`src/common/pdgc_pkg.sv`:
```
package pdgc_pkg;

    // counter geometry
    localparam int CNT_W = 8;
    localparam logic [7:0] CNT_MAX = 8'hFF;
    localparam logic [7:0] CNT_ZERO = 8'h00;
    localparam logic [7:0] CNT_ONE = 8'h01;

    // register byte offsets
    localparam logic [3:0] ADDR_CTRL = 4'h0;
    localparam logic [3:0] ADDR_PRESET = 4'h4;
    localparam logic [3:0] ADDR_VALUE = 4'h8;
    localparam logic [3:0] ADDR_STATUS = 4'hC;

    // control field positions
    localparam int CTRL_ENABLE = 0;
    localparam int CTRL_GATE_EN = 1;
    localparam int CTRL_GATE_RISE = 2;
    localparam int CTRL_REPEAT = 3;
    localparam int CTRL_W = 4;

    // status field positions
    localparam int STAT_OVF = 0;
    localparam int STAT_UDF = 1;
    localparam int STAT_RUN = 4;
    localparam int STAT_HALT = 5;
    localparam int STAT_WAIT = 6;

    // reset values
    localparam logic [3:0] CTRL_RST = 4'h0;
    localparam logic [7:0] PRESET_RST = 8'h33;
    localparam logic [7:0] COUNT_RST = 8'h00;
    localparam logic [31:0] RDATA_RST = 32'h0000_0000;

    typedef enum logic [1:0] {
        PDGC_IDLE,
        PDGC_WAIT,
        PDGC_RUN,
        PDGC_HALT
    } pdgc_state_t;

    typedef struct packed {
        logic s1;
        logic s2;
        logic s3;
        logic lvl;
        logic lvl_d;
    } pdgc_sync_t;

    typedef struct packed {
        logic [7:0] cnt;
        pdgc_state_t st;
        logic en_d;
        logic [3:0] ctl;
        logic [7:0] preset;
        logic ovf_p;
        logic udf_p;
        logic ovf_s;
        logic udf_s;
        logic [31:0] rdata;
    } pdgc_regs_t;

endpackage : pdgc_pkg

```
`src/rtl/pdgc_sync.sv`:
```
`timescale 1ns/1ps
module pdgc_sync
    import pdgc_pkg::*;
(
    input wire logic clk_in,
    input wire logic rst_in,
    input wire logic pin_in,
    output logic level_out,
    output logic rise_out,
    output logic fall_out
);

    pdgc_sync_t r;
    pdgc_sync_t nxt;

    // three stages; level moves only once stages two and three agree
    always_comb
    begin
        nxt = r;
        nxt.s1 = pin_in;
        nxt.s2 = r.s1;
        nxt.s3 = r.s2;
        nxt.lvl_d = r.lvl;
        if (r.s2 == r.s3)
        begin
            nxt.lvl = r.s3;
        end
    end

    always_ff @(posedge clk_in)
    begin
        if (rst_in)
        begin
            r <= '0;
        end
        else
        begin
            r <= nxt;
        end
    end

    // edge pulses last exactly one cycle
    assign level_out = r.lvl;
    assign rise_out = r.lvl & ~r.lvl_d;
    assign fall_out = ~r.lvl & r.lvl_d;

endmodule : pdgc_sync

```
`src/rtl/pdgc_top.sv`:
```
// The APB register port and the register addresses were chosen for this implementation.
`timescale 1ns/1ps
// Functional notes
// - each pulse on the count pulse input moves the counter by one.
// - the direction input level picks increment or decrement per pulse.
// - no pulse is counted before the channel enable is set.
// - repetitive mode reloads the preset on wrap and keeps counting.
// - count-once mode reloads the preset on wrap and then halts.
// - falling-edge gate mode starts on a falling edge, later ones retrigger.
// - in falling-edge gate mode counting stops while the gate is high.
// - rising-edge gate mode starts on a rising edge, no retrigger.
module pdgc_top
    import pdgc_pkg::*;
#(
    parameter int APB_AW = 8
)
(
    input wire logic REF_CLK_IN,
    input wire logic RESET_IN,
    input wire logic PSEL_IN,
    input wire logic PENABLE_IN,
    input wire logic PWRITE_IN,
    input wire logic [APB_AW-1:0] PADDR_IN,
    input wire logic [31:0] PWDATA_IN,
    output logic [31:0] PRDATA_OUT,
    output logic PREADY_OUT,
    output logic PSLVERR_OUT,
    input wire logic COUNT_PULSE_INPUT_IN,
    input wire logic DIRECTION_INPUT_IN,
    input wire logic GATE_INPUT_IN,
    output logic [CNT_W-1:0] CHANNEL_ZERO_COUNTER_OUT,
    output logic OVERFLOW_OUT,
    output logic UNDERFLOW_OUT
);

    pdgc_regs_t r;
    pdgc_regs_t n;

    logic pulse_rise;
    logic dir_lvl;
    logic gate_lvl;
    logic gate_rise_p;
    logic gate_fall_p;

    // pin conditioning, one instance per pin
    pdgc_sync u_pulse (
        .clk_in(REF_CLK_IN),
        .rst_in(RESET_IN),
        .pin_in(COUNT_PULSE_INPUT_IN),
        .level_out(),
        .rise_out(pulse_rise),
        .fall_out()
    );

    pdgc_sync u_dir (
        .clk_in(REF_CLK_IN),
        .rst_in(RESET_IN),
        .pin_in(DIRECTION_INPUT_IN),
        .level_out(dir_lvl),
        .rise_out(),
        .fall_out()
    );

    pdgc_sync u_gate (
        .clk_in(REF_CLK_IN),
        .rst_in(RESET_IN),
        .pin_in(GATE_INPUT_IN),
        .level_out(gate_lvl),
        .rise_out(gate_rise_p),
        .fall_out(gate_fall_p)
    );

    // apb decode; only four aligned words at the bottom are mapped
    logic [3:0] word_addr;
    logic mapped;
    logic wr_acc;
    logic rd_setup;

    assign word_addr = PADDR_IN[3:0];
    assign mapped = (PADDR_IN[APB_AW-1:4] == '0) && (PADDR_IN[1:0] == 2'b00);
    assign wr_acc = PSEL_IN & PENABLE_IN & PWRITE_IN & mapped;
    assign rd_setup = PSEL_IN & ~PENABLE_IN & ~PWRITE_IN;

    // control decode
    logic en;
    logic en_rise;
    logic gate_en;
    logic fall_mode;
    logic rise_mode;
    logic fall_trig;
    logic rise_trig;
    logic gate_ok;
    logic step;
    logic wrap_up;
    logic wrap_dn;

    assign en = r.ctl[CTRL_ENABLE];
    assign en_rise = en & ~r.en_d;
    assign gate_en = r.ctl[CTRL_GATE_EN];
    assign fall_mode = gate_en & ~r.ctl[CTRL_GATE_RISE];
    assign rise_mode = gate_en & r.ctl[CTRL_GATE_RISE];
    // any falling edge restarts, whether waiting, running or halted
    assign fall_trig = en & ~en_rise & fall_mode & gate_fall_p;
    // rising start only from the waiting state, never again after
    assign rise_trig = en & ~en_rise & rise_mode & gate_rise_p
        & (r.st == PDGC_WAIT);
    assign gate_ok = ~(fall_mode & gate_lvl);
    assign step = en & ~en_rise & ~fall_trig & (r.st == PDGC_RUN)
        & pulse_rise & gate_ok;
    assign wrap_up = step & dir_lvl & (r.cnt == CNT_MAX);
    assign wrap_dn = step & ~dir_lvl & (r.cnt == CNT_ZERO);

    // next state of the whole block
    always_comb
    begin
        n = r;
        n.ovf_p = 1'b0;
        n.udf_p = 1'b0;
        n.en_d = en;
        // register writes take effect at the access edge
        if (wr_acc && word_addr == ADDR_CTRL)
        begin
            n.ctl = PWDATA_IN[CTRL_W-1:0];
        end
        if (wr_acc && word_addr == ADDR_PRESET)
        begin
            n.preset = PWDATA_IN[CNT_W-1:0];
        end
        // counter sequencing, priority top down
        if (!en)
        begin
            n.st = PDGC_IDLE;
        end
        else if (en_rise)
        begin
            n.cnt = r.preset;
            n.st = gate_en ? PDGC_WAIT : PDGC_RUN;
        end
        else if (fall_trig)
        begin
            n.cnt = r.preset;
            n.st = PDGC_RUN;
        end
        else if (rise_trig)
        begin
            n.st = PDGC_RUN;
        end
        else if (fall_mode && gate_lvl && r.st == PDGC_RUN)
        begin
            n.st = PDGC_WAIT;
        end
        else if (wrap_up || wrap_dn)
        begin
            n.cnt = r.preset;
            n.ovf_p = wrap_up;
            n.udf_p = wrap_dn;
            n.st = r.ctl[CTRL_REPEAT] ? PDGC_RUN : PDGC_HALT;
        end
        else if (step)
        begin
            n.cnt = dir_lvl ? r.cnt + CNT_ONE : r.cnt - CNT_ONE;
        end
        // sticky flags: a wrap in the clearing cycle still sets the flag
        n.ovf_s = (r.ovf_s & ~(wr_acc && word_addr == ADDR_STATUS
            && PWDATA_IN[STAT_OVF])) | n.ovf_p;
        n.udf_s = (r.udf_s & ~(wr_acc && word_addr == ADDR_STATUS
            && PWDATA_IN[STAT_UDF])) | n.udf_p;
        // read data captured in setup so it comes from a flop
        if (rd_setup)
        begin
            n.rdata = RDATA_RST;
            unique case (word_addr)
                ADDR_CTRL: n.rdata[CTRL_W-1:0] = r.ctl;
                ADDR_PRESET: n.rdata[CNT_W-1:0] = r.preset;
                ADDR_VALUE: n.rdata[CNT_W-1:0] = r.cnt;
                ADDR_STATUS:
                begin
                    n.rdata[STAT_OVF] = r.ovf_s;
                    n.rdata[STAT_UDF] = r.udf_s;
                    n.rdata[STAT_RUN] = (r.st == PDGC_RUN);
                    n.rdata[STAT_HALT] = (r.st == PDGC_HALT);
                    n.rdata[STAT_WAIT] = (r.st == PDGC_WAIT);
                end
                default: n.rdata = RDATA_RST;
            endcase
            // upper words would alias the low ones, so refused reads are forced to zero
            if (!mapped)
            begin
                n.rdata = RDATA_RST;
            end
        end
    end

    always_ff @(posedge REF_CLK_IN)
    begin
        if (RESET_IN)
        begin
            r.cnt <= COUNT_RST;
            r.st <= PDGC_IDLE;
            r.en_d <= 1'b0;
            r.ctl <= CTRL_RST;
            r.preset <= PRESET_RST;
            r.ovf_p <= 1'b0;
            r.udf_p <= 1'b0;
            r.ovf_s <= 1'b0;
            r.udf_s <= 1'b0;
            r.rdata <= RDATA_RST;
        end
        else
        begin
            r <= n;
        end
    end

    // zero wait states; unmapped words answer with an error
    assign PREADY_OUT = 1'b1;
    assign PSLVERR_OUT = PSEL_IN & PENABLE_IN & ~mapped;
    assign PRDATA_OUT = r.rdata;
    assign CHANNEL_ZERO_COUNTER_OUT = r.cnt;
    assign OVERFLOW_OUT = r.ovf_p;
    assign UNDERFLOW_OUT = r.udf_p;
endmodule : pdgc_top

```
`config.mk`:
```
export PLATFORM = sky130hd
export DESIGN_NAME = pdgc_top
export DESIGN_NICKNAME = d
export VERILOG_FILES = /design/src/common/pdgc_pkg.sv /design/src/rtl/pdgc_sync.sv /design/src/rtl/pdgc_top.sv
export SDC_FILE = /design/constraint.sdc
export NUM_CORES = 1
export LEC_CHECK = 0
export ABC_AREA = 1
export BUFFER_PORTS_ARGS = -buffer_cell sky130_fd_sc_hd__buf_2
export CAP_MARGIN = 30
export CELL_PAD_IN_SITES_DETAIL_PLACEMENT = 1
export CELL_PAD_IN_SITES_GLOBAL_PLACEMENT = 1
export CORE_ASPECT_RATIO = 1.2
export CORE_MARGIN = 5
export CORE_UTILIZATION = 39
export DETAILED_ROUTE_END_ITERATION = 6
export HOLD_SLACK_MARGIN = 0.08
export PLACE_DENSITY = 0.93
export SLEW_MARGIN = 20
export SYNTH_ARGS = -nofsm -noshare
export SYNTH_HDL_FRONTEND = slang
export SYNTH_HIERARCHICAL = 1
export SYNTH_SLANG_ARGS = --single-unit
```
`constraint.sdc`:
```
create_clock -name REF_CLK_IN -period 4 [get_ports REF_CLK_IN]
set_clock_uncertainty 0.05 [all_clocks]
set_input_delay 0.8 -clock REF_CLK_IN [delete_from_list [all_inputs] [get_ports REF_CLK_IN]]
set_output_delay 0.8 -clock REF_CLK_IN [all_outputs]
set_load 0.02 [all_outputs]
```
Word-level counts from Yosys, hierarchy flattened
Index checks and enable logic that the tools add are counted.
{ "word_totals": {"out_inout_bits": 44, "elab_cells": 124, "regBits": 73, "in_bits": 48} }
{ "op_classes": {"bitwise": 46, "n_mux": 23, "reduce_logical": 17, "add_sub_neg": 2, "n_eq_ne": 12} }
{ "op_table": {"columns": ["op", "count"], "rows": [
  ["$mux W8", 6],
  ["$and A1 B1 Y1", 29],
  ["$mux W10", 2],
  ["$mux W2", 10],
  ["$not A1 Y1", 15],
  ["$pmux W3 S3", 1],
  ["$add A8 B1 Y8 const B", 1],
  ["$eq A4 B4 Y1 const B", 2],
  ["$eq A8 B8 Y1 const B", 1],
  ["$logic_and A1 B1 Y1", 8],
  ["$logic_not A4 Y1", 2],
  ["$logic_not A8 Y1", 1],
  ["$pmux W2 S4", 1],
  ["$sub A8 B1 Y8 const B", 1],
  ["$ne A3 B3 Y1 const B", 2],
  ["$pmux W2 S3", 1],
  ["$reduce_bool A5 Y1", 1],
  ["$eq A2 B2 Y1 const B", 2],
  ["$eq A4 B3 Y1 const B", 1],
  ["$reduce_and A4 Y1", 1],
  ["$reduce_bool A4 Y1", 1],
  ["$eq A1 B1 Y1", 3],
  ["$eq A2 B1 Y1 const B", 1],
  ["$logic_not A2 Y1", 1],
  ["5 further kinds", 6]
]} }

Longest topological paths before layout
Gate-level depths: netlist (run 1).
{ "logic_depth": {"depth_word": 21, "depth_mapped": 13, "depth_no_buf": 12} }

By module
The synthesis (run 1) kept the hierarchy.
{ "modules_own_cells": {"columns": ["mod", "seq_area_each_um2", "instances", "area_each_um2", "cells_per_inst"], "rows": [
  ["pdgc_top", 700.7, 1, 2570.0, 380],
  ["pdgc_sync", 100.1, 3, 160.2, 19]
]} }

Worst setup path before layout (run 1)
OpenSTA, ideal clock, no wires.
{ "synth_timing": {"kind": "input port to output port", "startpoint": "input PADDR_IN[7]", "endpoint": "output PSLVERR_OUT", "path_slack_ps": 1871, "arrival_time_ps": 1279, "t_required_ps": 3150, "cell_stages": 4, "cell_sequence": "nor2_1 -> nand4_4 -> nand3_1 -> inv_1"} }
{ "synth_via": {"elab_chain_cells": 4} }
{ "synth_rtl": {"columns": ["element", "line", "rtl"], "rows": [
  ["from (decl)", "pdgc_top.sv:23", "input wire logic [APB_AW-1:0] PADDR_IN,"],
  ["$logic_not A4 Y1", "pdgc_top.sv:80", "assign mapped = (PADDR_IN[APB_AW-1:4] == '0) && (PADDR_IN[1:0] == 2'b00);"],
  ["$logic_and A1 B1 Y1", "pdgc_top.sv:80", null],
  ["$not A1 Y1", "pdgc_top.sv:217", "assign PSLVERR_OUT = PSEL_IN & PENABLE_IN & ~mapped;"],
  ["$and A1 B1 Y1", "pdgc_top.sv:217", null],
  ["to (decl)", "pdgc_top.sv:27", "output logic PSLVERR_OUT,"]
]} }
Every way passes these cells.

Worst setup path in the final report (run 1)
{ "layout_timing": {"startpoint": "input PADDR_IN[1]", "endpoint": "output PSLVERR_OUT"} }
{ "layout_via": {"elab_chain_cells": 4} }
{ "layout_rtl": {"columns": ["element", "line"], "rows": [
  ["$logic_not A2 Y1", "pdgc_top.sv:80"],
  ["$logic_and A1 B1 Y1", "pdgc_top.sv:80"],
  ["$not A1 Y1", "pdgc_top.sv:217"],
  ["$and A1 B1 Y1", "pdgc_top.sv:217"]
]} }
Every way passes these cells.

==> results of run 1 <==
==> flip-flops by register name (all words and copies together) (netlist names), 2 cells and up <==
name and flops:
CHANNEL_ZERO_COUNTER_OUT 8, u_gate/r 2, u_pulse/nxt 2, u_gate/nxt 2, r 15, u_dir/nxt 2, PRDATA_OUT 8, u_pulse/r 2
==> placed cells by master, fill, tap and decap left out, drive strengths merged, types with 2 or more instances in the layout <==
cell / instances
conb: 25
ha: 6
nor2: 58
clkbuf: 5
buf: 42
o21bai: 3
nand3: 42
a21oi: 26
inv: 62
or2: 2
xor2: 2
nand4: 10
nor3: 4
nand2: 94
o21ai: 18
dfxtp: 49
o211ai: 3
==> power breakdown <==
part | internal [mW] | switching [mW]
sequential | 0.491 | 0.00168
clock | 0.188 | 0.179
combinational | 0.0156 | 0.0516
total | 0.694 | 0.232
==> final timing paths <==
check	start	endpoint	slack (ps)	cells after the start
worst max-delay path	PADDR_IN[1]	PSLVERR_OUT	1610	6
worst max register to register	u_dir/level_out	CHANNEL_ZERO_COUNTER_OUT[7]	2010	10
worst min register to register	u_gate/nxt[3]	u_gate/nxt[2]	360	2
worst min-delay path	u_gate/nxt[3]	u_gate/nxt[2]	360	2
==> final cells by class <==
cell class | count | area share (%)
clock inverters | 3 | 1.37
repair buffers | 42 | 6.58
clock buffers | 5 | 2.15
well taps | 92 | 3.60
multi-input cells | 297 | 48.4
flip-flops and latches | 49 | 30.7
inverters | 61 | 7.24
==> metal layers <==
layer | GRT usage [%] | share of wire [%]
met4 | 7.55 | 3.4
met3 | 3.54 | 4.9
met5 | 0 | 0
met2 | 30.5 | 51
met1 | 17.8 | 41
==> metrics by stage <==
step                setup slack [ps]  hold slack [ps]
floorplan                       1870              338
global placement                1630              340
detailed placement              1600              350
CTS                             1600              363
global route                    1560              377
finish                          1610              358
==> critical path, stage by stage <==
cell and delay, ps:
buf_2 120, nor2_4 200, nand4_4 140, nand3_1 100
inv_1 40, buf_2 150
==> results_dict.tcl, run 1 <==
set metrics [dict create \
    hold_viol_final 0 \
    seqCellArea_um2 981 \
    die_area_mm2 0.00957 \
    p_per_area_mw_per_mm2 290 \
    core_area_mm2 0.00762 \
    cts_resized 0 \
    ant_nets 0 \
    critPathRequiredTime_ps 3150 \
    final_cell_area_mm2 0.00320 \
    yosys_warnings 6 \
    diodes 0 \
    setup_tns_ps 0 \
    setup_viol 0 \
    fill_cells 1008 \
    drtIter0Drc 102 \
    hold_path.class "flop to flop" \
    die_w_um 90.1 \
    routed_wl_um 7660 \
    multi_input_area_mm2 0.00155 \
    drive_above_1_share_pct 18.6 \
    routabilityCongestion 0.847 \
    fin_cells 549 \
    post-cts-setup-buffers 0 \
    num_vias 2703 \
    tritoncts "yes" \
    hold_buffers 0 \
    synth_cells 429 \
    grt_max_degree 29 \
    fin_nets 511 \
    grt_pass1_vias 2937 \
    cts.sink_count 49 \
    avgSynthCellArea_um2 7.00 \
    clockBufferDepth 2 \
    area_growth_pct 6.37 \
    crit_type "input pin to output pin" \
    tightest_slew_ps 548 \
    root_buffer "clkbuf_8" \
    max_slew_margin_pct 63.4 \
    drv_slew 0 \
    arrival_ps 1540 \
    critPathMaxFanout 4 \
    power.total_uw 927 \
    via_per_inst 4.92 \
    grt_overflow_total 0 \
    timing.fmax_mhz 419 \
    numCtsBuffers 5 \
    ir_drop_mv 0.168 \
    dp_hpwl_um 6170 \
    drtPass1Iterations 6 \
    wl_per_cell_um 14.0 \
    clock_latency_ps 310 \
    rsz0062_at_grt "false" \
    final_util_pct 41.9 \
    period_share_pct 59.6 \
    htree_num_levels 2 \
    grtUsageTotal_pct 16.5 \
    drc 0 \
    endpoint_kind "output pin" \
    rows 35 \
    critPathLaunchType "input pin" \
    status "finished clean" \
    die_y_um 106 \
    antenna_found_initial 0 \
    fin_crit_ps 2390 \
    port_buffers 42 \
    dp.cells 541 \
    dpl_cell_area_mm2 0.00308 \
    start_util_pct 39.4 \
    p_leak_nw 1.55 \
    grt_pass1_wl_um 13200 \
    syn_area_mm2 0.00300 \
    maxCapViolations 0 \
    ioPinCount 92 \
    clkSlewWorstSetupHoldPaths_ps 90 \
]
No activity file was read; power rests on OpenSTA's default activity.
==> run 2: changes to the inputs <==
- ABC_AREA: 1 -> 0
- CORE_UTILIZATION: 39 -> 33
- PLACE_DENSITY: 0.93 -> 0.83
- clock period: 4 -> 1.95 ns (I/O delays scaled with it)
==> run 2 against run 1 <==
The flow now finishes with violations (negative setup slack). Critical path depth up 1. Via count down 3.5%. Worst setup slack worse by 1700 ps. Sequential power up 100%. Routed wire length up 4.0%. Register-to-register slack worse by 2100 ps. Critical path type is now flop to flop. Largest cell class unchanged. Largest power group unchanged. Highest routed layer unchanged.
==> results_dict.tcl, run 2 <==
set metrics [dict create \
    status "finished, violations left" \
    violations "negative setup slack" \
    largest_reg_flops 15 \
    antenna_found_initial 0 \
    grt_max_degree 18 \
    p_per_area_mw_per_mm2 529 \
    min_path_cells 2 \
    fin_cells 513 \
    drc 0 \
    setup_viol 1 \
    hold_path.class "input pin to flop" \
    routabilityCongestion 0.847 \
    port_buffers 42 \
    power_frac_comb_pct 8.0 \
    power.total_mw 1.79 \
    grtUsageTotal_pct 14.8 \
    fin_crit_ps 2030 \
    arrival_ps 2200 \
    core_area_mm2 0.00820 \
    via_per_inst 5.08 \
    grt_pass1_vias 2689 \
    endpoint_kind "flop" \
    p_leak_nw 1.42 \
    drtIter0Drc 104 \
    tritoncts "yes" \
    drv_slew 0 \
    dp.cells 504 \
    setup_tns_ps -76.6 \
    grt_pass1_wl_um 12600 \
    avgSynthCellArea_um2 8.15 \
    p_clk_share_pct 35.5 \
    clockBufferDepth 2 \
    final_cell_mix "dfxtp_1, buf_2, buf_4" \
    ir_drop_mv 0.237 \
    drtPass1Iterations 4 \
    synth_cells 344 \
    htree_num_levels 2 \
    num_vias 2608 \
    crit_type "flop to flop" \
    dp_hpwl_um 6330 \
    critPathMaxFanout 7 \
    fill_cells 1046 \
    p_sw_uw 483 \
    setup_slack_ps -76.6 \
    wl_per_cell_um 15.5 \
    regMostFlops "r" \
    critPathLaunchType "flop" \
    root_buffer "clkbuf_8" \
    timing.fmax_mhz 493 \
    syn_area_mm2 0.00280 \
    r2r_cells 7 \
    cts.sink_count 49 \
    routed_wl_um 7970 \
    maxCapViolations 0 \
    ant_nets 0 \
    layout_commonest_cell "dfxtp_1" \
    yosys_warnings 6 \
    grt_overflow_total 0 \
    whs_ps 231 \
    rsz0062_at_grt "true" \
    fin_nets 453 \
    rows 36 \
    start_util_pct 34.2 \
    clock_latency_ps 310 \
    swShare_pct 27.0 \
    clkSlewWorstSetupHoldPaths_ps 100 \
    die_w_um 94.1 \
    area_growth_pct 20.4 \
    drive_above_1_share_pct 29.3 \
    die_area_mm2 0.0104 \
    pwr-share-seq_pct 56.4 \
    diodes 0 \
    die_y_um 111 \
    ioPinCount 92 \
    hold_viol_final 0 \
    critPathRequiredTime_ps 2130 \
    p_int_mw 1.30 \
    numCtsBuffers 5 \
    period_share_pct 104 \
]
==> run 2: power by group through the flow <==
stage | clock, mW | sequential [mW] | combinational (mW)
finish | 0.635 | 1.01 | 0.143
global route | 0.692 | 1.01 | 0.154
CTS | 0.658 | 1.01 | 0.142
detailed placement | 0 | 1.03 | 0.141
global placement | 0 | 1.03 | 0.138
floorplan | 0 | 1.03 | 0.131
==> run 2: cell type report <==
cell class | instances | area, um2 | area share, %
clock inverter | 3 | 21.3 | 0.630
sequential | 49 | 991 | 29.3
tap | 114 | 143 | 4.22
clock buffer | 5 | 68.8 | 2.04
multi-input combinational | 255 | 1620 | 47.9
timing repair buffer | 78 | 493 | 14.6
inverter | 9 | 41.3 | 1.22
==> run 2: final timing paths <==
| path | end | slack [ps] | from |
|---|---|---|---|
| worst min register to register | u_gate/nxt[2] | 400 | u_gate/nxt[3] |
| worst max register to register | CHANNEL_ZERO_COUNTER_OUT[7] | -80 | u_dir/level_out |
| worst max-delay path | CHANNEL_ZERO_COUNTER_OUT[7] | -80 | u_dir/level_out |
| worst min-delay path | u_gate/nxt[3] | 230 | GATE_INPUT_IN |
==> run 2: metrics by stage <==
stage          util [%]  setup WS, ps  instance area [um2]
2_1_floorplan         -          14.3                 2950
3_3_place_gp       39.1         -53.4                 3210
3_5_place_dp       39.1          -136                 3210
4_1_cts            40.6          -124                 3330
5_1_grt            41.2          -145                 3380
6_report           41.2         -76.6                 3380
==> run 2: worst max-delay path, cell delays in order (launching register included) <==
cell,delay [ps]
dfxtp_4,370
inv_8,100
ha_4,200
or3_1,360
o21ai_2,80
nor3_1,70
or4b_1,480
a311oi_1,230
==> run 2: timing repair <==
item                                    CTS  global route
buffers inserted                          0             1
gates resized for setup                   9             8
gates cloned                              0             0
endpoints found under the hold margin     0             0
hold buffers                              0             0
pin swaps                                 6             5
endpoints found under the setup margin    4             9
==> run 2: metal layers <==
metal	up-vias	global-route usage [%]	routed length [um]
met5	-	0	0
met4	0	5.01	211
met3	19	2.78	412
met2	83	26.4	4030
met1	1252	17.5	3320
li1	1254	-	-
